===== config.mk =====
export PLATFORM = sky130hd
export DESIGN_NAME = fll_clock_mode_select
export DESIGN_NICKNAME = d
export VERILOG_FILES = /design/src/design/fll_clock_pkg.sv /design/src/design/fll_clock_mode_select.sv /design/src/design/tick_divider.sv
export SDC_FILE = /design/constraint.sdc
export NUM_CORES = 1
export LEC_CHECK = 0
export BUFFER_PORTS_ARGS = -buffer_cell sky130_fd_sc_hd__buf_2
export CORE_AREA = 2 2 146 148
export DETAILED_ROUTE_END_ITERATION = 8
export DIE_AREA = 0 0 148 150
export GPL_ROUTABILITY_DRIVEN = 1
export MAX_ROUTING_LAYER = met4
export PLACE_DENSITY = 0.56
export SLEW_MARGIN = 20
export SYNTH_ARGS = -nofsm -noshare
export SYNTH_HDL_FRONTEND = slang
export SYNTH_HIERARCHICAL = 1
export SYNTH_SLANG_ARGS = --single-unit

===== constraint.sdc =====
create_clock -name clk -period 3.14 [get_ports clk]
set_input_delay 0.628 -clock clk [delete_from_list [all_inputs] [get_ports clk]]
set_output_delay 0.628 -clock clk [all_outputs]
set_load 0.01 [all_outputs]

===== src/design/fll_clock_pkg.sv =====
package fll_clock_pkg;

    // register byte addresses on the APB window
    localparam logic [7:0] ADDR_CTRL1 = 8'h00;
    localparam logic [7:0] ADDR_CTRL2 = 8'h04;
    localparam logic [7:0] ADDR_STATUS = 8'h08;

    // first_control_reg field positions
    localparam int C1_HIGH_GAIN = 7;
    localparam int C1_RANGE = 6;
    localparam int C1_REF_SEL = 5;
    localparam int C1_MODE_HI = 4;
    localparam int C1_MODE_LO = 3;
    localparam int C1_OSC_STOP_EN = 2;
    localparam int C1_LOSS_DET_DIS = 1;

    // second control register field positions
    localparam int C2_MUL_HI = 6;
    localparam int C2_MUL_LO = 4;
    localparam int C2_DIV_HI = 2;
    localparam int C2_DIV_LO = 0;

    // status register field positions
    localparam int ST_MODE_HI = 1;
    localparam int ST_MODE_LO = 0;
    localparam int ST_LOCK = 2;
    localparam int ST_OSC_STABLE = 3;
    localparam int ST_EXT_VALID = 4;
    localparam int ST_CLOCK_LOSS = 5;
    localparam int ST_REF_LOCKED = 6;
    localparam int ST_FIXED_OFF = 7;

    localparam logic [7:0] CTRL1_RESET = 8'h20;
    localparam logic [7:0] CTRL2_RESET = 8'h00;
    localparam logic [7:0] CTRL1_WMASK = 8'hFE;
    localparam logic [7:0] CTRL2_WMASK = 8'h77;

    // bus-cycle delay before the reported mode follows a new request
    localparam logic [3:0] SETTLE_CYCLES = 4'h6;

    // comparison cycle lengths in reference periods
    localparam logic [8:0] CMP_INT_PERIODS = 9'h008;
    localparam logic [8:0] CMP_EXT_LO_RANGE = 9'h002;
    localparam logic [8:0] CMP_EXT_HI_RANGE = 9'h080;

    localparam logic [8:0] FIXED_EXT_DIV = 9'h002;
    localparam logic [11:0] PRESCALE_LO_RANGE = 12'h040;
    localparam logic [11:0] PRESCALE_HI_RANGE = 12'h001;
    localparam logic [11:0] PRESCALE_INTERNAL = 12'h040;
    localparam logic [11:0] MIN_FIXED_RATIO = 12'h004;
    localparam logic [4:0] MUL_BASE = 5'h04;
    localparam logic [7:0] DIV_BASE = 8'h01;

    typedef enum logic [1:0] {
        MODE_SELF_CLOCKED = 2'b00,
        MODE_ENGAGED_INT = 2'b01,
        MODE_BYPASSED_EXT = 2'b10,
        MODE_ENGAGED_EXT = 2'b11
    } clk_mode_t;

    typedef struct packed {
        logic psel;
        logic penable;
        logic pwrite;
        logic [7:0] paddr;
        logic [31:0] pwdata;
    } apb_req_t;

    typedef struct packed {
        logic [31:0] prdata;
        logic pready;
        logic pslverr;
    } apb_rsp_t;

    // raw source clocks arriving on pins
    typedef struct packed {
        logic intRef;
        logic extRef;
        logic loopOsc;
    } clk_pins_t;

    // flags from the lock and loss-of-clock detectors
    typedef struct packed {
        logic lockFlag;
        logic clockLoss;
        logic loopOscStable;
        logic extRefValid;
    } loop_flags_t;

    typedef struct packed {
        logic generatorTick;
        logic busTick;
        logic fixedTick;
        logic compareTick;
        logic oscAmpEnable;
        logic highGainEnable;
        clk_mode_t modeActual;
        logic [10:0] targetMul;
    } clk_out_t;

endpackage


===== src/design/fll_clock_mode_select.sv =====
// Function
// (RL1) request field and separate actual-mode status
// (RL2) status follows request only after settle delay
// (RL3) first write with reference zero locks it
// (RL4) self-clocked output ignores reference, compare continues
// (RL5) engaged external: divide by 2R until locked
// (RL6) fixed clock equals bus clock otherwise
// (RL7) engaged external: fixed = ext/2 when ratio, lock
// (RL8) fixed clock off in engaged internal, self-clocked
// (RL9) peripherals avoid fixed clock in those modes
// (RL10) high gain effective only with reference select
// (RL11) high gain bit writable once per reset
// (RL12) output: loop/R, ext/R, internal multiply per N/R
// (RL13) engaged external multiplier uses range prescale
// (RL14) multiply codes decode to 4 through 18
// (RL15) divide codes decode to 1 through 128
// (RL16) comparison cycle 8 internal, 2/128 external
// (RL17) actual mode held short on missing conditions
//
// Local design decisions: the register addresses and the APB register port.
`timescale 1ns/1ps
`default_nettype none

module fll_clock_mode_select (
    input wire logic clk,
    input wire logic rst_n,
    input wire fll_clock_pkg::apb_req_t apbReq,
    output fll_clock_pkg::apb_rsp_t apbRsp,
    input wire fll_clock_pkg::clk_pins_t clkPins,
    input wire fll_clock_pkg::loop_flags_t loopFlags,
    output fll_clock_pkg::clk_out_t clkOut
);
    import fll_clock_pkg::*;

    localparam int NSYNC = 7;

    typedef struct packed {
        logic [7:0] ctrl1;
        logic [7:0] ctrl2;
        logic firstWriteDone;
        logic refLocked;
        clk_mode_t mode;
        logic [3:0] settle;
        logic hasLocked;
        logic busPhase;
        logic [NSYNC-1:0] syncA;
        logic [NSYNC-1:0] syncB;
        logic [2:0] prevClk;
        apb_rsp_t rsp;
        clk_out_t out;
    } top_state_t;

    top_state_t s_q, s_d;

    logic genTick, cmpTick, fixedExtTick;
    logic genClear, cmpClear;
    logic [8:0] genDivisor, cmpDivisor;
    logic genSrc, cmpSrc;

    // decoded fields and synchronised inputs
    logic loopEdge, extEdge, intEdge;
    logic extValid, oscStable, lossFlag, lockFlag;
    clk_mode_t modeReq, target;
    logic [4:0] mulN;
    logic [7:0] divR;
    logic [11:0] prescale, ratioLhs, ratioRhs;
    logic ratioOk;
    logic refSel, rangeBit;

    always_comb begin
        extValid = s_q.syncB[3];
        oscStable = s_q.syncB[4];
        lossFlag = s_q.syncB[5];
        lockFlag = s_q.syncB[6];
        loopEdge = s_q.syncB[0] & ~s_q.prevClk[0];
        extEdge = s_q.syncB[1] & ~s_q.prevClk[1];
        intEdge = s_q.syncB[2] & ~s_q.prevClk[2];
        modeReq = clk_mode_t'(s_q.ctrl1[C1_MODE_HI:C1_MODE_LO]);
        refSel = s_q.ctrl1[C1_REF_SEL];
        rangeBit = s_q.ctrl1[C1_RANGE];
        mulN = MUL_BASE + {1'b0, s_q.ctrl2[C2_MUL_HI:C2_MUL_LO], 1'b0}; // [RL14]
        divR = DIV_BASE << s_q.ctrl2[C2_DIV_HI:C2_DIV_LO]; // [RL15]
        prescale = rangeBit ? PRESCALE_HI_RANGE : PRESCALE_LO_RANGE; // [RL13]
        ratioLhs = 12'(prescale * {7'h00, mulN});
        ratioRhs = 12'({4'h0, divR} * MIN_FIXED_RATIO);
        ratioOk = ratioLhs >= ratioRhs; // [RL7]
    end

    // mode the generator may run given the detector flags
    always_comb begin
        target = MODE_SELF_CLOCKED;
        unique case (modeReq)
            MODE_SELF_CLOCKED: begin
                target = MODE_SELF_CLOCKED;
            end
            MODE_ENGAGED_INT: begin
                target = oscStable ? MODE_ENGAGED_INT : MODE_SELF_CLOCKED; // [RL17]
            end
            MODE_BYPASSED_EXT: begin
                target = extValid ? MODE_BYPASSED_EXT : MODE_SELF_CLOCKED; // [RL17]
            end
            MODE_ENGAGED_EXT: begin
                if (!extValid || !oscStable) begin
                    target = MODE_SELF_CLOCKED; // [RL17]
                end else if (lossFlag) begin
                    target = MODE_BYPASSED_EXT; // [RL17]
                end else begin
                    target = MODE_ENGAGED_EXT;
                end
            end
        endcase
    end

    // output divider source and ratio; every mode but bypassed external runs from the loop oscillator
    always_comb begin
        genSrc = loopEdge; // [RL4] [RL12]
        genDivisor = {1'b0, divR};
        if (s_q.mode == MODE_BYPASSED_EXT) begin
            genSrc = extEdge; // [RL12]
        end else if (s_q.mode == MODE_ENGAGED_EXT && !lockFlag && !s_q.hasLocked) begin
            genDivisor = {divR, 1'b0}; // [RL5]
        end
        cmpSrc = 1'b0;
        cmpDivisor = CMP_INT_PERIODS;
        unique case (s_q.mode)
            MODE_SELF_CLOCKED, MODE_ENGAGED_INT: begin
                cmpSrc = intEdge; // [RL4] [RL16]
            end
            MODE_ENGAGED_EXT: begin
                cmpSrc = extEdge;
                cmpDivisor = rangeBit ? CMP_EXT_HI_RANGE : CMP_EXT_LO_RANGE; // [RL16]
            end
            MODE_BYPASSED_EXT: begin
                cmpSrc = 1'b0;
            end
        endcase
    end

    tick_divider #(.W(9)) genDiv (
        .clk(clk),
        .rst_n(rst_n),
        .clear(genClear),
        .srcTick(genSrc),
        .divisor(genDivisor),
        .tick(genTick)
    );

    tick_divider #(.W(9)) cmpDiv (
        .clk(clk),
        .rst_n(rst_n),
        .clear(cmpClear),
        .srcTick(cmpSrc),
        .divisor(cmpDivisor),
        .tick(cmpTick)
    );

    // runs free, so ext/2 is ready the moment ratio and lock allow it
    tick_divider #(.W(9)) fixedDiv (
        .clk(clk),
        .rst_n(rst_n),
        .clear(1'b0),
        .srcTick(extEdge),
        .divisor(FIXED_EXT_DIV),
        .tick(fixedExtTick)
    );

    // writes take effect only on the access edge that pready qualifies
    logic setup, access, wrCtrl1, wrCtrl2;
    logic [7:0] wdata, newCtrl1, newCtrl2, statusRd;
    logic fixedOff;

    always_comb begin
        setup = apbReq.psel & ~apbReq.penable;
        access = apbReq.psel & apbReq.penable & s_q.rsp.pready;
        wdata = apbReq.pwdata[7:0];
        wrCtrl1 = access & apbReq.pwrite & (apbReq.paddr == ADDR_CTRL1);
        wrCtrl2 = access & apbReq.pwrite & (apbReq.paddr == ADDR_CTRL2);
        fixedOff = (s_q.mode == MODE_ENGAGED_INT) || (s_q.mode == MODE_SELF_CLOCKED);
        genClear = wrCtrl2;
        cmpClear = (s_q.mode != s_d.mode);

        newCtrl1 = (s_q.ctrl1 & ~CTRL1_WMASK) | (wdata & CTRL1_WMASK);
        if (s_q.firstWriteDone) begin
            newCtrl1[C1_HIGH_GAIN] = s_q.ctrl1[C1_HIGH_GAIN]; // [RL11]
        end
        if (s_q.refLocked) begin
            newCtrl1[C1_REF_SEL] = 1'b0; // [RL3]
        end
        newCtrl2 = wdata & CTRL2_WMASK;

        // status is built live; reading it never disturbs the mode logic
        statusRd = '0;
        statusRd[ST_MODE_HI:ST_MODE_LO] = s_q.mode; // [RL1]
        statusRd[ST_LOCK] = lockFlag;
        statusRd[ST_OSC_STABLE] = oscStable;
        statusRd[ST_EXT_VALID] = extValid;
        statusRd[ST_CLOCK_LOSS] = lossFlag;
        statusRd[ST_REF_LOCKED] = s_q.refLocked;
        statusRd[ST_FIXED_OFF] = fixedOff; // [RL9]
    end

    always_comb begin
        s_d = s_q;

        // pins cross into clk through two flops before use
        s_d.syncA = {loopFlags, clkPins};
        s_d.syncB = s_q.syncA;
        s_d.prevClk = s_q.syncB[2:0];

        // single-wait-free slave: answer is ready in the first access cycle
        // the whole response stands one cycle, so a stale error never trails pready
        s_d.rsp = '0;
        if (setup) begin
            s_d.rsp.pready = 1'b1;
            s_d.rsp.pslverr = 1'b0;
            s_d.rsp.prdata = '0;
            unique case (apbReq.paddr)
                ADDR_CTRL1: s_d.rsp.prdata = {24'h000000, s_q.ctrl1};
                ADDR_CTRL2: s_d.rsp.prdata = {24'h000000, s_q.ctrl2};
                ADDR_STATUS: s_d.rsp.prdata = {24'h000000, statusRd};
                default: s_d.rsp.pslverr = 1'b1;
            endcase
        end else if (access) begin
            s_d.rsp.pready = 1'b0;
        end

        if (wrCtrl1) begin
            s_d.ctrl1 = newCtrl1;
            s_d.firstWriteDone = 1'b1;
            if (!s_q.firstWriteDone && !wdata[C1_REF_SEL]) begin
                s_d.refLocked = 1'b1; // [RL3]
                s_d.ctrl1[C1_REF_SEL] = 1'b0;
            end
        end
        if (wrCtrl2) begin
            s_d.ctrl2 = newCtrl2;
            // a new multiplier restarts the slow locking phase
            if (newCtrl2[C2_MUL_HI:C2_MUL_LO] != s_q.ctrl2[C2_MUL_HI:C2_MUL_LO]) begin
                s_d.hasLocked = 1'b0; // [RL5]
            end
        end

        // status lags a request write; detector changes still pass after settling
        if (s_q.settle != 4'h0) begin
            s_d.settle = s_q.settle - 4'h1; // [RL2]
        end else if (!wrCtrl1) begin
            s_d.mode = target; // [RL1] [RL17]
        end
        // a request landing mid-settle restarts the full delay instead of shortening it
        if (wrCtrl1 && newCtrl1[C1_MODE_HI:C1_MODE_LO] != s_q.ctrl1[C1_MODE_HI:C1_MODE_LO]) begin
            s_d.settle = SETTLE_CYCLES; // [RL2]
        end

        if (s_d.mode != MODE_ENGAGED_EXT || s_q.mode != MODE_ENGAGED_EXT) begin
            if (s_d.mode != s_q.mode) begin
                s_d.hasLocked = 1'b0; // [RL5]
            end
        end else if (lockFlag && !wrCtrl2) begin
            s_d.hasLocked = 1'b1;
        end

        if (genTick) begin
            s_d.busPhase = ~s_q.busPhase;
        end

        s_d.out.generatorTick = genTick;
        s_d.out.busTick = genTick & s_q.busPhase;
        if (fixedOff) begin
            s_d.out.fixedTick = 1'b0; // [RL8]
        end else if (s_q.mode == MODE_ENGAGED_EXT && ratioOk && lockFlag) begin
            s_d.out.fixedTick = fixedExtTick; // [RL7]
        end else begin
            s_d.out.fixedTick = genTick & s_q.busPhase; // [RL6]
        end
        s_d.out.compareTick = cmpTick; // [RL16]
        // amplifier only runs for a crystal request that was not locked out
        s_d.out.oscAmpEnable = refSel & ~s_q.refLocked & s_q.ctrl1[C1_MODE_HI]; // [RL3]
        s_d.out.highGainEnable = s_q.ctrl1[C1_HIGH_GAIN] & refSel; // [RL10]
        s_d.out.modeActual = s_q.mode; // [RL1]
        // multiplier is reported only where the loop is engaged
        unique case (s_q.mode)
            MODE_ENGAGED_INT: s_d.out.targetMul = 11'(PRESCALE_INTERNAL * {7'h00, mulN}); // [RL12]
            MODE_ENGAGED_EXT: s_d.out.targetMul = 11'(ratioLhs); // [RL13]
            default: s_d.out.targetMul = '0;
        endcase
    end

    // control bytes reset to their package values; ctrl1 is nonzero, ctrl2 is zero
    always_ff @(posedge clk or negedge rst_n) begin
        if (!rst_n) begin
            s_q <= '0;
            s_q.ctrl1 <= CTRL1_RESET;
            s_q.ctrl2 <= CTRL2_RESET;
            s_q.mode <= MODE_SELF_CLOCKED;
        end else begin
            s_q <= s_d;
        end
    end

    assign apbRsp = s_q.rsp;
    assign clkOut = s_q.out;

endmodule

`default_nettype wire


===== src/design/tick_divider.sv =====
`timescale 1ns/1ps
`default_nettype none

module tick_divider #(
    parameter int W = 9
) (
    input wire logic clk,
    input wire logic rst_n,
    input wire logic clear,
    input wire logic srcTick,
    input wire logic [W-1:0] divisor,
    output logic tick
);
    typedef struct packed {
        logic [W-1:0] count;
        logic tick;
    } div_state_t;

    div_state_t s_q, s_d;

    always_comb begin
        s_d = s_q;
        s_d.tick = 1'b0;
        if (clear) begin
            s_d.count = '0;
        end else if (srcTick) begin
            // a divisor of zero behaves as one rather than stalling
            if (s_q.count + W'(1) >= divisor) begin
                s_d.count = '0;
                s_d.tick = 1'b1;
            end else begin
                s_d.count = s_q.count + W'(1);
            end
        end
    end

    always_ff @(posedge clk or negedge rst_n) begin
        if (!rst_n) begin
            s_q <= '0;
        end else begin
            s_q <= s_d;
        end
    end

    assign tick = s_q.tick;

endmodule

`default_nettype wire


==> results by group, run 1 <==
Placed design
  – Cells after DPL: 920
  – GP Congestion: between 0.8 and 0.9
  – Port buffer count: 53
  – Detail Placement HPWL: 9250 microns

STA
  – Final hold violations: 0
  – Unrepaired setup endpoints after global routing: false
  – Layout Skew: 0.00997 ns
  – Minimum clock period: 2.78 ns
  – Setup_tns: 0 ns
  – Slew @ Worst Pin: 0.495 ns
  – Hold Slack: 0.168 ns
  – Fin crit share: 0.884
  – Fmax: 0.360 GHz
  – Slew Limit Fails: 0
  – Rel. slew slack: 0.667
  – Final setup violation count: 0

Synth
  – Complex-gate fraction of the synthesized area: 0.128
  – Xor/xnor share of the synthesized area: 0.0463
  – Number of distinct library cells after synthesis: between 50 and 60
  – Main synth FF type: dfrtp_1
  – Synth Cell Area: 6050 sq um
  – Async SR Flop Fraction: 1.00
  – Multiplexer area fraction after synthesis: 0.0562
  – Avg Cell Area, Syn: slightly below 10 sq um
  – Largest family of logic cells by synthesized area: simple AND/OR/NAND/NOR gates
  – Adder-cell share of the synthesized area: 0.0806
  – Yosys reg bits: 96
  – Total number of yosys warnings: 6
  – Sequential area share after synthesis: 0.397
  – Simple-gate share of the synthesized area: 0.174
  – Number of synthesized flops with an enable pin: 0
  – Mapped Cells: 612

Finish
  – Nets@finish: 747
  – Syn-to-layout area delta: 11.2%
  – Commonest cells after routing, fill and taps aside: dfrtp_1, inv_1, buf_2, nor2_1, conb_1
  – Finished Core Util: 0.325
  – Most common cell after layout, fill and taps aside: dfrtp_1
  – Inserted Diodes: 0
  – Fraction of layout cells with a size suffix above 1: 0.194
  – Final std cells w/o fill: about 940

Drt
  – Vias per cell: 4.47
  – Starting DRT DRC Count: 340
  – Via Count: 4,187
  – Number of remaining DRC errors: 0
  – Final ANT Viol Nets: 0
  – First drt pass iteration count: 4
  – Drt wl/cell: around 13 microns
  – WL final: 12,300 microns

Clocking
  – TritonCTS Buffers: 9
  – Reg clk slew, reported paths: 0.07 ns
  – Clock Sinks: 96
  – TritonCTS clock tree: done
  – Clock latency on the worst-skew pair: 0.35 ns
  – H-tree depth: 3
  – Clock buffer depth: 2
  – Hold-fix buffers at CTS: 0
  – Post_cts resized: 0
  – Postcts setup bufs: 0
  – Root Driver: clkbuf_16

Pwr
  – P_leak: around 3.3 nW
  – VDD IR-drop max: 0.195 mV
  – Power Dens Cells: between 500 and 600 nW/um^2
  – Power Total: 3.96 mW

Critical path
  – CP Max Fanout: 6
  – CP endpoint kind: flip-flop
  – Worst-case reg-to-reg path depth: 10
  – Required time of the critical path: about 3.4 ns
  – Critical path arrival: 3.02 ns
  – Kind of critical path: flip-flop to flip-flop
  – Critical Path Start Type: flip-flop

Status
  – Outcome: complete, no violations

Floorplanning
  – Die Ht: 150 microns
  – Total core area: 20,700 sq um
  – # rows: 53
  – IO Pins: 105
  – Die ar.: 22,200 sq um
  – Die Width: about 150 microns
  – Initial core utilization: 0.292

GRT
  – Gr ovfl total: 0
  – Number of global-route vias before repair: roughly 4,000
  – Largest net degree at the start of global routing: 51
  – Initial antenna violation count: 0
  – Overall routing resource usage: 0.120
  – First-pass GRT wire length: 20,700 microns

Hold path
  – Min-delay worst type: input pin to async pin

Flow run
  – Max Cap Viol: 0
## cell families (layout without fill, tap and decap cells)
kind of cell,count (synthesis),after routing
compound gates,87,87
mux,32,32
other cells,2,43
simple gates,197,197
flops,96,96
xor+xnor,32,32
buf+inv,127,135
fa+ha+maj,39,39
## power breakdown
group | internal, mW | leakage (nW) | switching, mW | total, mW
sequential | 1.41 | 1.25 | 0.180 | 1.59
clock | 0.645 | 0.146 | 0.481 | 1.13
combinational | 0.566 | 1.87 | 0.680 | 1.25
## routing by layer
| metal | GRT usage | share of wire | vias up |
|---|---|---|---|
| met1 | 0.164 | 0.50 | 1966 |
| met5 | - | 0 | - |
| met2 | 0.180 | 0.45 | 73 |
| met3 | 0.0235 | 0.036 | 13 |
| met4 | 0.0381 | 0.013 | 0 |
| li1 | - | - | 2135 |
## registers in the layout, summed over array words and instances (netlist names)
| signal | flops |
|---|---|
| s_q | 20 |
| genDiv/s_q | 9 |
| genDiv/tick | 1 |
| rangeBit | 1 |
| fixedDiv/tick | 1 |
| modeReq | 2 |
| lossFlag | 1 |
| clkOut | 16 |
| apbRsp | 10 |
| cmpDiv/s_q | 9 |
| s_d | 12 |
| cmpDiv/tick | 1 |
| fixedDiv/s_q | 9 |
| lockFlag | 1 |
| extValid | 1 |
| refSel | 1 |
| oscStable | 1 |
## Yosys cell counts (3+ instances only)
cell,n,share of area
a2111o_1,3,0.0056
a211oi_1,3,0.0037
a211oi_2,3,0.0062
a21boi_0,3,0.0037
a21oi_1,19,0.016
a41o_1,6,0.0099
and2_1,13,0.013
and3_1,16,0.017
and4_1,4,0.0058
buf_2,5,0.0041
buf_4,56,0.069
clkbuf_1,11,0.0068
dfrtp_1,95,0.39
ha_1,39,0.081
inv_1,52,0.032
mux2_2,12,0.022
mux2i_1,19,0.031
nand2_1,28,0.017
nand2b_1,8,0.0083
nand3_1,31,0.026
nand4_1,10,0.010
nor2_1,45,0.028
nor2b_1,6,0.0062
nor3_1,17,0.014
o21ai_0,11,0.0091
o31a_1,3,0.0043
o31ai_1,6,0.0074
o32ai_1,4,0.0058
o41ai_1,3,0.0043
o41ai_2,15,0.040
or3_4,3,0.0056
xnor2_1,22,0.032
xor2_1,10,0.014
## worst paths after layout
path / from / end / slack [ns]
max: genDiv/s_q[1]$_DFFE_PN0P_ / genDiv/s_q[4]$_DFFE_PN0P_ / 0.36
min: rst_n / s_d[61]$_DFF_PN0_ / 0.17
max reg2reg: genDiv/s_q[1]$_DFFE_PN0P_ / genDiv/s_q[4]$_DFFE_PN0P_ / 0.36
min reg2reg: s_d[59]$_DFF_PN0_ / extValid$_DFF_PN0_ / 0.35
max in group asynchronous: rst_n / cmpDiv/s_q[7]$_DFFE_PN0P_ / 2.32
min in group clk: s_d[59]$_DFF_PN0_ / extValid$_DFF_PN0_ / 0.35
## worst max-delay path: stages (launching register included)
cell      delay, ns
dfrtp_1        0.45
ha_1           0.29
and3_1         0.22
nand3_1        0.10
xor2_1         0.24
inv_1          0.07
ha_1           0.29
nand4_1        0.15
nor2_1         0.06
a2111o_1       0.49
o32ai_1        0.32
## per-stage QoR
step,setup WS [ns],cell area [sq um]
floorplan,0.345,6200
global placement,0.390,6420
detailed placement,0.348,6420
CTS,0.323,6730
global route,0.184,6730
finish,0.363,6730
## area by class of cell
type                       count  area [sq um]
fill                        2158         14000
multi-input combinational    430          3090
sequential                    96          2400
timing repair buffer          67           385
tap                          275           344
clock buffer                  11           243
inverter                      52           195
clock inverter                 5          63.8
(Power assumes the default switching activity.)
==> run 2: changes to the inputs <==
- CORE_AREA: 2 2 146 148 -> 2 2 107 109
- DIE_AREA: 0 0 148 150 -> 0 0 109 111
- PLACE_DENSITY: 0.56 -> 0.88
==> run 2 against run 1 <==
  * Hold slack improved by 0.16 ns
  * Sequential power hardly changed
  * Routed wire length shrank 0.55%
  * Maximum frequency shrank 2.5%
  * Sequential share of layout area up 0.98 points
  * Highest routed layer unchanged
  * Via count rose by 6.6%
==> results by group, run 2 (same netlist as run 1, synthesis figures left out) <==
Status
  – Outcome: complete, no violations

Placed design
  – Placed cell areas: 6220 sq um (-3.2%)
  – GP Congestion: 0.896 (+11%)
  – Port buffer count: 53 (unchanged)
  – Detail Placement HPWL: 9080 microns (-1.8%)

Clocking
  – Root Driver: clkbuf_16
  – Clock Sinks: 96 (unchanged)
  – Clock latency on the worst-skew pair: 0.35 ns (about the same)
  – Reg clk slew, reported paths: 0.07 ns (about the same)
  – Hold-fix buffers at CTS: 0 (unchanged)
  – TritonCTS clock tree: done
  – Post_cts resized: 0 (unchanged)
  – TritonCTS Buffers: 9 (unchanged)
  – H-tree depth: 3 (unchanged)
  – Postcts setup bufs: 0 (unchanged)
  – Clock buffer depth: 2 (unchanged)

STA
  – Unrepaired setup endpoints after global routing: false
  – Slew @ Worst Pin: 0.704 ns (+0.209 ns)
  – Setup_tns: 0 ns (unchanged)
  – Hold Slack: 0.327 ns (+0.159 ns)
  – Fmax: 0.351 GHz (-2.5%)
  – Final setup violation count: 0 (unchanged)
  – Minimum clock period: 2.85 ns (+0.0725 ns)
  – Rel. slew slack: 0.531 (-0.136)
  – Fin crit share: 0.907 (+0.0231)
  – Layout Skew: 0.00836 ns (-0.00161 ns)
  – Final hold violations: 0 (unchanged)
  – Slew Limit Fails: 0 (unchanged)

Hold path
  – Min-delay worst type: input pin to async pin

GRT
  – Initial antenna violation count: 0 (unchanged)
  – First-pass GRT wire length: 20,600 microns (-0.40%)
  – Number of global-route vias before repair: 4,372 (+9.4%)
  – Overall routing resource usage: 0.218 (+0.0975)
  – Gr ovfl total: 0 (unchanged)
  – Largest net degree at the start of global routing: 57 (+12%)

Drt
  – Drt wl/cell: 15.3 microns (+16%)
  – Starting DRT DRC Count: 336 (-1.2%)
  – Final ANT Viol Nets: 0 (unchanged)
  – Vias per cell: 5.58 (+25%)
  – Number of remaining DRC errors: 0 (unchanged)
  – First drt pass iteration count: 5 (+1)
  – WL final: 12,200 microns (-0.55%)
  – Via Count: 4,462 (+6.6%)

Finish
  – Biggest register: s_q
  – Flip-flop count of the largest register after layout: 20 (unchanged)
  – Syn-to-layout area delta: 8.23%
  – Nets@finish: 742 (-0.67%)
  – Inserted Diodes: 0 (unchanged)
  – Commonest cells after routing, fill and taps aside: dfrtp_1, inv_1, buf_2, nor2_1, conb_1
  – Finished Core Util: 0.591 (+0.266)
  – Most common cell after layout, fill and taps aside: dfrtp_1
  – Post-route design area: 6550 sq um (-2.7%)
  – Fraction of layout cells with a size suffix above 1: 0.188 (-0.00615)

Floorplanning
  – Initial core utilization: 0.546 (+0.254)
  – Total core area: 11,100 sq um (-46%)
  – # rows: 39 (-26%)
  – Die ar.: 12,100 sq um (-46%)
  – IO Pins: 105 (unchanged)
  – Die Ht: 111 microns (-26%)
  – Die Width: 109 microns (-26%)

Pwr
  – VDD IR-drop max: 0.381 mV (+95%)
  – P_leak: 3.25 nW (-0.38%)
  – Power Dens Cells: 623 nW/um^2 (+5.9%)

Critical path
  – CP endpoint kind: flip-flop
  – Required time of the critical path: 3.36 ns (-0.02 ns)
  – Kind of critical path: flip-flop to flip-flop
  – CP Max Fanout: 12 (+6)
  – Critical Path Start Type: flip-flop
  – Critical path arrival: 3.07 ns (+0.05 ns)

Flow run
  – Max Cap Viol: 0 (unchanged)
## run 2: final cells by class
class / instances / area, sq um
flip-flops and latches: 96 / 2400
fillers: 891 / 4530
multi-input cells: 430 / 3090
inverters: 52 / 195
well taps: 143 / 179
clock buffers: 11 / 243
repair buffers: 62 / 348
clock inverters: 5 / 87.6
## run 2: stage by stage
stage | setup slack, ns | cells | total power, mW
floorplan | 0.345 | 653 | 2.59
global placement | 0.457 | 783 | 2.76
detailed placement | 0.348 | 783 | 2.87
CTS | 0.336 | 799 | 4.09
global route | 0.0796 | 799 | 4.32
finish | 0.291 | 799 | 4.08
## run 2: worst max-delay path, cell delays in order, from the launching register on
cell	delay [ns]
dfrtp_1	0.59
or3b_2	0.51
o21ai_0	0.20
inv_1	0.06
ha_1	0.33
o21ai_0	0.17
a21oi_1	0.08
o31a_1	0.38
o41ai_1	0.40
## run 2: routing by layer
layer  vias to the layer above  global-route usage  routed length (microns)
met5                         -                   -                        0
met4                         0              0.0795                      256
met3                        26              0.0417                      679
met2                       147               0.347                     6260
met1                      2165               0.275                     5040
li1                       2124                   -                        -
## run 2: path summary, 6_finish.rpt
kind / slack, ns / cells past startpoint / to / startpoint
hold / removal: 0.33 / 1 / apbRsp[5]$_DFF_PN0_ / rst_n
setup reg to reg: 0.29 / 8 / genDiv/s_q[2]$_DFFE_PN0P_ / s_q[81]$_DFFE_PN0P_
max in group asynchronous: 2.15 / 2 / clkOut[17]$_DFF_PN0_ / rst_n
setup / recovery: 0.29 / 8 / genDiv/s_q[2]$_DFFE_PN0P_ / s_q[81]$_DFFE_PN0P_
hold reg to reg: 0.35 / 0 / s_d[54]$_DFF_PN0_ / s_d[57]$_DFF_PN0_
min in group clk: 0.35 / 0 / s_d[54]$_DFF_PN0_ / s_d[57]$_DFF_PN0_
## run 2: power breakdown
group          leakage, nW  switching (mW)  total, mW  internal [mW]
logic                 1.85           0.724       1.29          0.568
registers             1.25           0.176       1.58           1.41
clock network        0.158           0.477       1.21          0.728
total                 3.25            1.38       4.08           2.70
